===== config.mk =====
export PLATFORM = sky130hd
export DESIGN_NAME = onoff_wakeup_manual_reset
export DESIGN_NICKNAME = d
export VERILOG_FILES = /design/src/onoff_pkg.sv /design/src/key_event_if.sv /design/src/input_sync.sv /design/src/key_debounce.sv /design/src/onoff_wakeup_manual_reset.sv
export SDC_FILE = /design/constraint.sdc
export NUM_CORES = 1
export LEC_CHECK = 0
export BUFFER_PORTS_ARGS = -buffer_cell sky130_fd_sc_hd__buf_4
export CORE_ASPECT_RATIO = 0.6
export CORE_MARGIN = 2
export CORE_UTILIZATION = 36
export DETAILED_ROUTE_END_ITERATION = 10
export PLACE_DENSITY_LB_ADDON = 0.2
export SLEW_MARGIN = 20
export SYNTH_ARGS = -nofsm -noshare
export SYNTH_HDL_FRONTEND = slang
export SYNTH_SLANG_ARGS = --single-unit

===== constraint.sdc =====
create_clock -name clk_i -period 3.2 [get_ports clk_i]
set_input_delay 0.32 -clock clk_i [delete_from_list [all_inputs] [get_ports clk_i]]
set_output_delay 0.32 -clock clk_i [all_outputs]
set_load 0.01 [all_outputs]

===== src/onoff_pkg.sv =====
package onoff_pkg;

  // ----------------------------------------------------------------
  // Timing base
  // ----------------------------------------------------------------
  localparam int TICK_HZ          = 32768;           // Slow timing domain rate
  localparam int DEBOUNCE_MS      = 30;              // Key debounce time
  localparam int DEBOUNCE_TICKS   = (DEBOUNCE_MS * TICK_HZ + 999) / 1000;
  localparam int SECOND_MS        = 1000;            // Key one-second mark
  localparam int SECOND_TICKS     = (SECOND_MS * TICK_HZ + 999) / 1000;
  localparam int REG_RESET_MS     = 30;              // Shutdown to register reset
  localparam int REG_RESET_TICKS  = (REG_RESET_MS * TICK_HZ + 999) / 1000;
  localparam int RESTART_MS       = 100;             // Register reset to wakeup
  localparam int RESTART_TICKS    = (RESTART_MS * TICK_HZ + 999) / 1000;
  localparam int EXTRA_STEP_MS    = 1000;            // Step of the extra key delay
  localparam int EXTRA_STEP_TICKS = (EXTRA_STEP_MS * TICK_HZ + 999) / 1000;

  // ----------------------------------------------------------------
  // Register map
  // ----------------------------------------------------------------
  localparam logic [7:0] ADDR_CTRL   = 8'h00;
  localparam logic [7:0] ADDR_STATUS = 8'h04;
  localparam logic [7:0] ADDR_EVENT  = 8'h08;
  localparam logic [7:0] ADDR_SEQ    = 8'h0C;

  localparam int CTRL_MR_EN    = 0;                  // Manual reset enable
  localparam int CTRL_MRT_LSB  = 1;                  // Manual reset time, 3 bits
  localparam int CTRL_DLY_LSB  = 4;                  // Extra key delay, 2 bits
  localparam int CTRL_MASK_LSB = 6;                  // Wake masks, 5 bits
  localparam logic [10:0] CTRL_RESET = 11'h7CB;      // Enabled, 8 s, no delay, all wake

  localparam int EV_KEY_ASSERT   = 0;
  localparam int EV_KEY_DEASSERT = 1;
  localparam int EV_KEY_SECOND   = 2;
  localparam int EV_MR_WARN      = 3;
  localparam int EV_MR_DONE      = 4;
  localparam int EV_WAKE         = 5;
  localparam int EV_SRC_LSB      = 6;                // Nine wake source records
  localparam int EV_HARD_RESET   = 15;

  localparam int SEQ_OFF_BIT = 0;                    // Write 1 turns sequencers off

  // ----------------------------------------------------------------
  // Manual reset sequence
  // ----------------------------------------------------------------
  typedef enum logic [2:0] {
    MR_IDLE    = 3'b000,
    MR_HOLD    = 3'b001,
    MR_SHUT    = 3'b010,
    MR_RESTART = 3'b011,
    MR_DONE    = 3'b100
  } mr_state_type;

  // Seconds of press selected by the manual reset time code
  function automatic logic [3:0] mr_seconds(input logic [2:0] code);
    case (code)
      3'h0: mr_seconds = 4'h2;
      3'h1: mr_seconds = 4'h3;
      3'h2: mr_seconds = 4'h4;
      3'h3: mr_seconds = 4'h5;
      3'h4: mr_seconds = 4'h6;
      3'h5: mr_seconds = 4'h8;
      3'h6: mr_seconds = 4'hA;
      default: mr_seconds = 4'hC;
    endcase
  endfunction

endpackage


===== src/key_event_if.sv =====
interface key_event_if;
  logic level;   // Debounced asserted state
  logic rise;    // Pulse on debounced assertion
  logic fall;    // Pulse on debounced deassertion

  modport source (output level, output rise, output fall);
  modport sink   (input level, input rise, input fall);
endinterface


===== src/input_sync.sv =====
module input_sync #(
  parameter int WIDTH = 1
) (
  input  wire logic             clk_i,
  input  wire logic             rst_i,
  input  wire logic [WIDTH-1:0] din_i,
  output logic      [WIDTH-1:0] level_o,
  output logic      [WIDTH-1:0] rise_o
);

  logic [WIDTH-1:0] stage1;
  logic [WIDTH-1:0] stage2;

  // ----------------------------------------------------------------
  // Two-stage synchroniser and edge detect
  // ----------------------------------------------------------------
  always_ff @(posedge clk_i) begin
    if (rst_i) begin
      stage1  <= '0;
      stage2  <= '0;
      level_o <= '0;
      rise_o  <= '0;
    end else begin
      stage1  <= din_i;
      stage2  <= stage1;
      level_o <= stage2;
      rise_o  <= stage2 & ~level_o;
    end
  end

endmodule


===== src/key_debounce.sv =====
module key_debounce
  import onoff_pkg::*;
(
  input  wire logic        clk_i,
  input  wire logic        rst_i,
  input  wire logic        tick_i,
  input  wire logic        key_i,
  input  wire logic [17:0] extra_i,
  key_event_if.source      ev
);

  logic [17:0] count;
  logic [17:0] limit;

  // Assertion waits for debounce plus extra delay, release for debounce only
  assign limit = ev.level ? 18'(DEBOUNCE_TICKS - 1) : 18'(DEBOUNCE_TICKS - 1) + extra_i;

  // ----------------------------------------------------------------
  // Stable-time counter on slow ticks
  // ----------------------------------------------------------------
  always_ff @(posedge clk_i) begin
    if (rst_i) begin
      count    <= '0;
      ev.level <= 1'b0;
      ev.rise  <= 1'b0;
      ev.fall  <= 1'b0;
    end else begin
      ev.rise <= 1'b0;
      ev.fall <= 1'b0;
      if (key_i == ev.level) begin
        count <= '0;
      end else if (tick_i) begin
        if (count >= limit) begin
          count    <= '0;
          ev.level <= key_i;
          ev.rise  <= key_i;
          ev.fall  <= ~key_i;
        end else begin
          count <= count + 18'h00001;
        end
      end
    end
  end

endmodule


===== src/onoff_wakeup_manual_reset.sv =====
// Implementation choices: register access over Wishbone and the placing of the registers.
module onoff_wakeup_manual_reset
  import onoff_pkg::*;
#(
  parameter int SECOND_CNT = SECOND_TICKS,
  parameter int EXTRA_STEP = EXTRA_STEP_TICKS
) (
  input  wire logic        clk_i,
  input  wire logic        rst_i,
  input  wire logic        wb_cyc_i,
  input  wire logic        wb_stb_i,
  input  wire logic        wb_we_i,
  input  wire logic [7:0]  wb_adr_i,
  input  wire logic [3:0]  wb_sel_i,
  input  wire logic [31:0] wb_dat_i,
  output logic      [31:0] wb_dat_o,
  output logic             wb_ack_o,
  input  wire logic        rtc_32k_i,
  input  wire logic        power_key_input_i,
  input  wire logic        sleep_ctrl_input_i,
  input  wire logic        core_rail_enable_input_i,
  input  wire logic        adapter_present_input_i,
  input  wire logic        bidir_reset_pin_i,
  input  wire logic        battery_door_input_i,
  input  wire logic        momentary_loss_event_i,
  input  wire logic        alarm_one_event_i,
  input  wire logic        alarm_two_event_i,
  input  wire logic        main_battery_low_i,
  input  wire logic        key_polarity_fuse_i,
  input  wire logic        auto_restart_fuse_i,
  output logic             sequencer_zero_enable_o,
  output logic             sequencer_one_enable_o,
  output logic             manual_reset_out_o,
  output logic             global_shutdown_o,
  output logic             key_assert_irq_o,
  output logic             key_deassert_irq_o,
  output logic             key_second_irq_o,
  output logic             manual_reset_warning_irq_o,
  output logic             hard_reset_flag_o,
  output logic             wake_event_o
);

  // ----------------------------------------------------------------
  // Declarations
  // ----------------------------------------------------------------
  logic [10:0]  sync_in;
  logic [10:0]  sync_lvl;
  logic [10:0]  sync_rise;
  logic         tick;
  logic         key_norm;
  logic [10:0]  ctrl;
  logic         manual_reset_enable;
  logic [2:0]   manual_reset_time_sel;
  logic [1:0]   key_extra_delay_sel;
  logic [4:0]   wake_mask;
  logic [17:0]  extra_ticks;
  logic [8:0]   wake_src;
  logic [8:0]   wake_allow;
  logic [8:0]   wake_hit;
  logic         wake_any;
  logic         restart_wake;
  logic         reg_reset;
  logic [15:0]  event_bits;
  logic [15:0]  event_set;
  logic [15:0]  event_clr;
  logic         bus_req;
  logic         bus_wr;
  logic [3:0]   mr_sec;
  logic [3:0]   warn_sec;
  logic [3:0]   next_sec;
  logic [15:0]  sub_cnt;
  logic [3:0]   sec_cnt;
  logic [11:0]  phase_cnt;
  logic         sec_wrap;
  logic         second_hit;
  logic         warn_hit;
  logic         mr_hit;
  mr_state_type state;
  key_event_if  key_ev ();

  // ----------------------------------------------------------------
  // Input synchronisation
  // ----------------------------------------------------------------
  assign sync_in = {main_battery_low_i, alarm_two_event_i, alarm_one_event_i,
                    momentary_loss_event_i, battery_door_input_i, bidir_reset_pin_i,
                    adapter_present_input_i, core_rail_enable_input_i,
                    sleep_ctrl_input_i, power_key_input_i, rtc_32k_i};

  // The eleven pin inputs, the slow clock among them, pass two flip-flops first; the fuses and the bus are not synchronised
  input_sync #(
    .WIDTH (11)
  ) u_sync (
    .clk_i   (clk_i),
    .rst_i   (rst_i),
    .din_i   (sync_in),
    .level_o (sync_lvl),
    .rise_o  (sync_rise)
  );

  assign tick     = sync_rise[0];
  assign key_norm = sync_lvl[1] ^ key_polarity_fuse_i;

  // ----------------------------------------------------------------
  // Key debounce
  // ----------------------------------------------------------------
  assign extra_ticks = 18'(key_extra_delay_sel) * 18'(EXTRA_STEP);

  // Debounced key with extra assertion delay on slow ticks
  key_debounce u_debounce (
    .clk_i   (clk_i),
    .rst_i   (rst_i),
    .tick_i  (tick),
    .key_i   (key_norm),
    .extra_i (extra_ticks),
    .ev      (key_ev.source)
  );

  // ----------------------------------------------------------------
  // Control fields
  // ----------------------------------------------------------------
  assign manual_reset_enable   = ctrl[CTRL_MR_EN];
  assign manual_reset_time_sel = ctrl[CTRL_MRT_LSB +: 3];
  assign key_extra_delay_sel   = ctrl[CTRL_DLY_LSB +: 2];
  assign wake_mask             = ctrl[CTRL_MASK_LSB +: 5];

  // ----------------------------------------------------------------
  // Press timing
  // ----------------------------------------------------------------
  assign mr_sec   = mr_seconds(manual_reset_time_sel);
  assign warn_sec = (manual_reset_time_sel == 3'h0) ? 4'h1 :
                    mr_seconds(manual_reset_time_sel - 3'h1);
  assign sec_wrap   = tick && (sub_cnt == 16'(SECOND_CNT - 1));
  assign next_sec   = sec_cnt + 4'h1;
  assign second_hit = (state == MR_HOLD) && sec_wrap && (next_sec == 4'h1);
  assign warn_hit   = (state == MR_HOLD) && sec_wrap && (next_sec == warn_sec);
  assign mr_hit     = (state == MR_HOLD) && sec_wrap && (next_sec == mr_sec);

  // Second counters run only while held, cleared otherwise
  always_ff @(posedge clk_i) begin
    if (rst_i) begin
      sub_cnt <= '0;
      sec_cnt <= '0;
    end else if (state != MR_HOLD || key_ev.fall) begin
      sub_cnt <= '0;
      sec_cnt <= '0;
    end else if (sec_wrap) begin
      sub_cnt <= '0;
      sec_cnt <= next_sec;
    end else if (tick) begin
      sub_cnt <= sub_cnt + 16'h0001;
    end
  end

  // Phase counter for shutdown and restart waits
  always_ff @(posedge clk_i) begin
    if (rst_i) begin
      phase_cnt <= '0;
    end else if ((state != MR_SHUT && state != MR_RESTART) || reg_reset) begin
      phase_cnt <= '0;
    end else if (tick) begin
      phase_cnt <= phase_cnt + 12'h001;
    end
  end

  assign reg_reset    = (state == MR_SHUT) && tick &&
                        (phase_cnt == 12'(REG_RESET_TICKS - 1));
  assign restart_wake = (state == MR_RESTART) && tick &&
                        (phase_cnt == 12'(RESTART_TICKS - 1)) && auto_restart_fuse_i;

  // ----------------------------------------------------------------
  // Manual reset sequence
  // ----------------------------------------------------------------
  always_ff @(posedge clk_i) begin
    if (rst_i) begin
      state <= MR_IDLE;
    end else begin
      case (state)
        MR_IDLE: begin
          if (key_ev.rise) begin
            state <= MR_HOLD;
          end
        end
        MR_HOLD: begin
          if (key_ev.fall) begin
            state <= MR_IDLE;
          end else if (mr_hit) begin
            state <= manual_reset_enable ? MR_SHUT : MR_DONE;
          end
        end
        MR_SHUT: begin
          if (reg_reset) begin
            state <= MR_RESTART;
          end
        end
        MR_RESTART: begin
          if (tick && phase_cnt == 12'(RESTART_TICKS - 1)) begin
            state <= MR_DONE;
          end
        end
        MR_DONE: begin
          if (!key_ev.level) begin
            state <= MR_IDLE;
          end
        end
        default: begin
          state <= MR_IDLE;
        end
      endcase
    end
  end

  // Manual reset output and global shutdown follow the sequence
  always_ff @(posedge clk_i) begin
    if (rst_i) begin
      manual_reset_out_o <= 1'b0;
      global_shutdown_o  <= 1'b0;
    end else begin
      manual_reset_out_o <= (state == MR_SHUT);
      global_shutdown_o  <= (state == MR_SHUT) || (state == MR_RESTART);
    end
  end

  // Interrupt pulses
  always_ff @(posedge clk_i) begin
    if (rst_i) begin
      key_assert_irq_o           <= 1'b0;
      key_deassert_irq_o         <= 1'b0;
      key_second_irq_o           <= 1'b0;
      manual_reset_warning_irq_o <= 1'b0;
    end else begin
      key_assert_irq_o           <= key_ev.rise;
      key_deassert_irq_o         <= key_ev.fall;
      key_second_irq_o           <= second_hit;
      manual_reset_warning_irq_o <= warn_hit && manual_reset_enable;
    end
  end

  // ----------------------------------------------------------------
  // Wakeup qualification
  // ----------------------------------------------------------------
  assign wake_src   = {sync_rise[9:2], key_ev.rise};
  assign wake_allow = {wake_mask[3], wake_mask[2], 1'b1, wake_mask[1], 1'b1,
                       wake_mask[0], 1'b1, 1'b1, wake_mask[4]};
  assign wake_hit   = wake_src & wake_allow &
                      {9{~sync_lvl[10] & ~global_shutdown_o & (state != MR_SHUT)}};
  assign wake_any   = (|wake_hit) || restart_wake;

  // Sequencer enables: set by wakes, dropped by shutdown or software
  always_ff @(posedge clk_i) begin
    if (rst_i) begin
      sequencer_zero_enable_o <= 1'b0;
      sequencer_one_enable_o  <= 1'b0;
      wake_event_o            <= 1'b0;
    end else begin
      wake_event_o <= wake_any;
      if (mr_hit && manual_reset_enable) begin
        sequencer_zero_enable_o <= 1'b0;
        sequencer_one_enable_o  <= 1'b0;
      end else if (wake_any) begin
        sequencer_zero_enable_o <= 1'b1;
        sequencer_one_enable_o  <= 1'b1;
      end else if (bus_wr && wb_adr_i == ADDR_SEQ && wb_sel_i[0] &&
                   wb_dat_i[SEQ_OFF_BIT]) begin
        sequencer_zero_enable_o <= 1'b0;
        sequencer_one_enable_o  <= 1'b0;
      end
    end
  end

  // ----------------------------------------------------------------
  // Event record
  // ----------------------------------------------------------------
  always_comb begin
    event_set                  = '0;
    event_set[EV_KEY_ASSERT]   = key_ev.rise;
    event_set[EV_KEY_DEASSERT] = key_ev.fall;
    event_set[EV_KEY_SECOND]   = second_hit;
    event_set[EV_MR_WARN]      = warn_hit && manual_reset_enable;
    event_set[EV_MR_DONE]      = reg_reset;
    event_set[EV_WAKE]         = wake_any;
    event_set[EV_SRC_LSB +: 9] = wake_hit;
    event_set[EV_HARD_RESET]   = restart_wake;
  end

  // Write-one-to-clear mask from the bus
  always_comb begin
    event_clr = '0;
    if (bus_wr && wb_adr_i == ADDR_EVENT) begin
      event_clr[7:0]  = wb_sel_i[0] ? wb_dat_i[7:0] : 8'h00;
      event_clr[15:8] = wb_sel_i[1] ? wb_dat_i[15:8] : 8'h00;
    end
  end

  // Sticky events; a set wins over a clear in the same cycle
  always_ff @(posedge clk_i) begin
    if (rst_i) begin
      event_bits <= '0;
    end else if (reg_reset) begin
      event_bits <= {event_bits[EV_HARD_RESET], 15'h0000} | event_set;
    end else begin
      event_bits <= (event_bits & ~event_clr) | event_set;
    end
  end

  assign hard_reset_flag_o = event_bits[EV_HARD_RESET];

  // ----------------------------------------------------------------
  // Control register
  // ----------------------------------------------------------------
  always_ff @(posedge clk_i) begin
    if (rst_i || reg_reset) begin
      ctrl <= CTRL_RESET;
    end else if (bus_wr && wb_adr_i == ADDR_CTRL) begin
      if (wb_sel_i[0]) begin
        ctrl[7:0] <= wb_dat_i[7:0];
      end
      if (wb_sel_i[1]) begin
        ctrl[10:8] <= wb_dat_i[10:8];
      end
    end
  end

  // ----------------------------------------------------------------
  // Wishbone slave
  // ----------------------------------------------------------------
  assign bus_req = wb_cyc_i && wb_stb_i && !wb_ack_o;
  assign bus_wr  = bus_req && wb_we_i;

  // One-cycle answer; unmapped reads return zero
  always_ff @(posedge clk_i) begin
    if (rst_i) begin
      wb_ack_o <= 1'b0;
      wb_dat_o <= '0;
    end else begin
      wb_ack_o <= bus_req;
      wb_dat_o <= '0;
      if (bus_req && !wb_we_i) begin
        if (wb_adr_i == ADDR_CTRL) begin
          wb_dat_o <= {21'h000000, ctrl};
        end else if (wb_adr_i == ADDR_STATUS) begin
          wb_dat_o <= {24'h000000, state, global_shutdown_o, manual_reset_out_o,
                       sequencer_one_enable_o, sequencer_zero_enable_o, key_ev.level};
        end else if (wb_adr_i == ADDR_EVENT) begin
          wb_dat_o <= {16'h0000, event_bits};
        end else begin
          wb_dat_o <= '0;
        end
      end
    end
  end

endmodule


==> impl_metrics.ini <==
[global_route]
grt_pass1_vias = 4573
grt_pass1_wl_um = 23500
overflow = 0
grt_use_total_pct = 15.9
grt_max_degree = 55
antenna_found_initial = 0

[die]
fp.coreArea_um2 = 17100
initial_core_util_pct = 36.8
die_area_um2 = 18600
fp.dieW_um = 175
io_pins = 105
die_h_um = 107
row_count = 37

[timing]
fin_hold_ws_ps = 90.8
tightest_slew_ps = 675
max_slew_margin_pct = 54.7
fin_crit_sh_pct = 92.6
tns_ps = 0
slew_violations = 0
finClkSkew_ps = 16.0
setup_viol = 0
finalCriticalPeriod_ps = 2960
setup_ws_ps = 235
max_freq_mhz = 337
rsz0062_at_grt = false
hold_viol = 0

[power]
p_clk_share_pct = 49.3
powerDensity_nw_per_um2 = 532
power_frac_comb_pct = 3.6
seqPwrFrac_pct = 47.1
power_leakage_nw = 2.94
ir_worst_vdd_mv = 0.309
p_int_w = 0.00302
p_sw_share_pct = 25.5
p_switching_w = 0.00103

[setup_path]
cp-endpoint = event_bits[3]
worst-path-stages = 9
path_delay_family = compound AO/OA/AOI/OAI gates
required_ps = 3540
critPathMostFrequentCell = ha_1
r2r_end = event_bits[3]
path_cells = inv_1 > ha_1 > ha_1 > nand2b_1 > a221o_1 > a211oi_1 > xnor2_1 > nand4_1 > o31ai_1
critPathSlowestCell = dfxtp_1
worst_ep_arrival_time_ps = 3300
crit_type = reg -> reg
critPathLaunch = ctrl[1]
rrSetupSlack_ps = 240
r2r_cells = 9
cpPeakStageDelay_ps = 520
timing.rr.start = ctrl[1]
crit_path_start_kind = flop
crit_path_end_kind = flop
critPathMaxFanout = 9
cp_num_buf_inv = 1

[logic_synthesis]
netlist_instances = 690
syn-cell-area_um2 = 6310
async_flop_share_pct = 0
ys.warnings.count = 0
ys_seq_elements = 150
seq_area_frac_synth_pct = 47.6
ys_types = 62
ys.flop_type = dfxtp_1
avgSynthCellArea_um2 = 9.14
synth_edf_count = 0

[route]
drtIter0Drc = 348
ant_nets = 0
drt-pass1-iter-count = 5
wl_per_cell_um = 14.5
drc = 0
vias = 4888
drt-vias-per-instance = 4.84
drt-total-wl_um = 14600

[cts]
clk-insertion-delay-late_ps = 430
cts_max_level = 4
clock_path_buffers = 2
post_cts_buffers = 0
cts_tree = yes
path_clk_slew_ps = 70
cts_made_buffers = 17
cts_hold_buf = 0
cts_num_sinks = 150
cts-root-buf = clkbuf_16
cts_resized = 0

[cells_and_area]
drive_gt1_share_pct = 15.5
fin_nets = 842
area_growth_pct = 20.8
diodes = 0
stdcell_area_um2 = 7620

[placement]
port_buffers = 70
hpwl_um = 10700
place_ws_ps = 297
gp_congestion = 0.840
postPlaceCellArea_um2 = 7000

[worst_hold_path]
hold_class = in -> reg

[flow_run]
maxCapViolations = 0

[run_status]
status = finished, final reports clean
cells in the mapped netlist (all sizes together) (3+ instances only):
library cell	number	area [um^2]
buf	25	184
or3	7	48.8
o22ai	3	18.8
o31ai	3	22.5
nor4	6	43.8
inv	19	71.3
xnor2	23	201
a32o	4	40.0
a211oi	4	30.0
nor3	19	100
a31oi	4	25.0
a21oi	15	75.1
xor2	29	254
nor2	80	300
nand2	63	239
nand4b	4	35.0
a22oi	4	30.0
dfxtp	150	3000
ha	17	213
nor4b	3	26.3
nand2b	5	31.3
nor2b	54	345
a31o	4	35.0
nand3	42	210
and2	9	56.3
o21ai	11	55.1
and3	8	50.1
nand4	13	81.3
clkbuf	13	48.8
mux2i	13	130
or4	4	30.0
a2111oi	4	35.0
final cells by class:
class,count,area (um^2)
clock buffer,17,425
sequential,150,3000
clock inverter,15,190
fill,1667,9510
tap,234,293
timing repair buffer,77,578
inverter,19,71.3
multi-input combinational,498,3060
cells in the final DEF, fill, tap and decap left out, types with 7 or more instances in the layout:
cell,synthesis,routed
ha_1,17,17
conb_1,1,16
nand4_1,13,13
clkinv_8,0,7
nor3_1,18,18
buf_4,19,77
o21ai_0,10,10
xor2_1,29,29
dfxtp_1,150,150
and2_1,9,9
clkbuf_16,0,17
nor2_1,80,80
and3_1,8,8
xnor2_1,23,23
nor2b_1,53,53
nand2_1,62,62
inv_1,19,19
mux2i_1,13,13
nand3_1,42,42
a21oi_1,15,15
worst min-delay path by stage:
| stage | to | slack (ps) | start | cells past startpoint |
|---|---|---|---|---|
| 5_1_grt | u_sync.stage1[8] | 90 | alarm_one_event_i | 2 |
| 2_1_floorplan | u_sync.rise_o[0] | 370 | u_sync.level_o[0] | 1 |
| 3_3_place_gp | u_sync.rise_o[0] | 370 | u_sync.level_o[0] | 1 |
| 4_1_cts | u_sync.stage1[7] | 80 | momentary_loss_event_i | 2 |
| 6_report | u_sync.stage1[8] | 90 | alarm_one_event_i | 2 |
| 3_5_place_dp | u_sync.rise_o[6] | 370 | u_sync.level_o[6] | 1 |
kinds of logic (layout without fill, tap and decap cells):
group | Yosys count | in the layout | synth area share (%)
AND/OR/NAND/NOR | 328 | 328 | 26.8
multiplexers | 13 | 13 | 2.06
buffers and inverters | 57 | 128 | 4.82
XOR/XNOR | 52 | 52 | 7.22
flip-flops | 150 | 150 | 47.6
adder cells (fa/ha/maj) | 17 | 17 | 3.37
AO/OA/AOI/OAI | 72 | 72 | 8.09
other | 1 | 16 | 0.0595
power by group through the flow:
stage	registers, W	logic (W)	clock network, W
2_1_floorplan	0.00195	0.0000916	0
3_3_place_gp	0.00195	0.000144	0
3_5_place_dp	0.00195	0.000145	0
4_1_cts	0.00191	0.000146	0.00204
5_1_grt	0.00191	0.000161	0.00213
6_report	0.00191	0.000146	0.00200
layer usage:
layer	up-vias	routed length [um]	global-route usage, %
li1	2489	-	-
met1	2259	7590	23.4
met2	127	6080	22.7
met3	13	830	4.01
met4	0	119	4.94
met5	-	0	0
through the flow:
stage               util (%)  cells  total power [W]
floorplan                  -    705          0.00204
global placement        40.9    978          0.00209
detailed placement      40.9    978          0.00210
CTS                     44.5   1010          0.00409
global route            44.5   1010          0.00420
finish                  44.5   1010          0.00405
sequential cells by signal, indices dropped and copies added (netlist names), 9 cells and up:
signal / flops
wb_dat_o: 16
u_debounce.count: 18
event_bits: 16
u_sync.stage2: 11
u_sync.stage1: 11
phase_cnt: 12
u_sync.level_o: 11
ctrl: 11
u_sync.rise_o: 9
sub_cnt: 16
No activity file was read; power rests on OpenSTA's default activity.
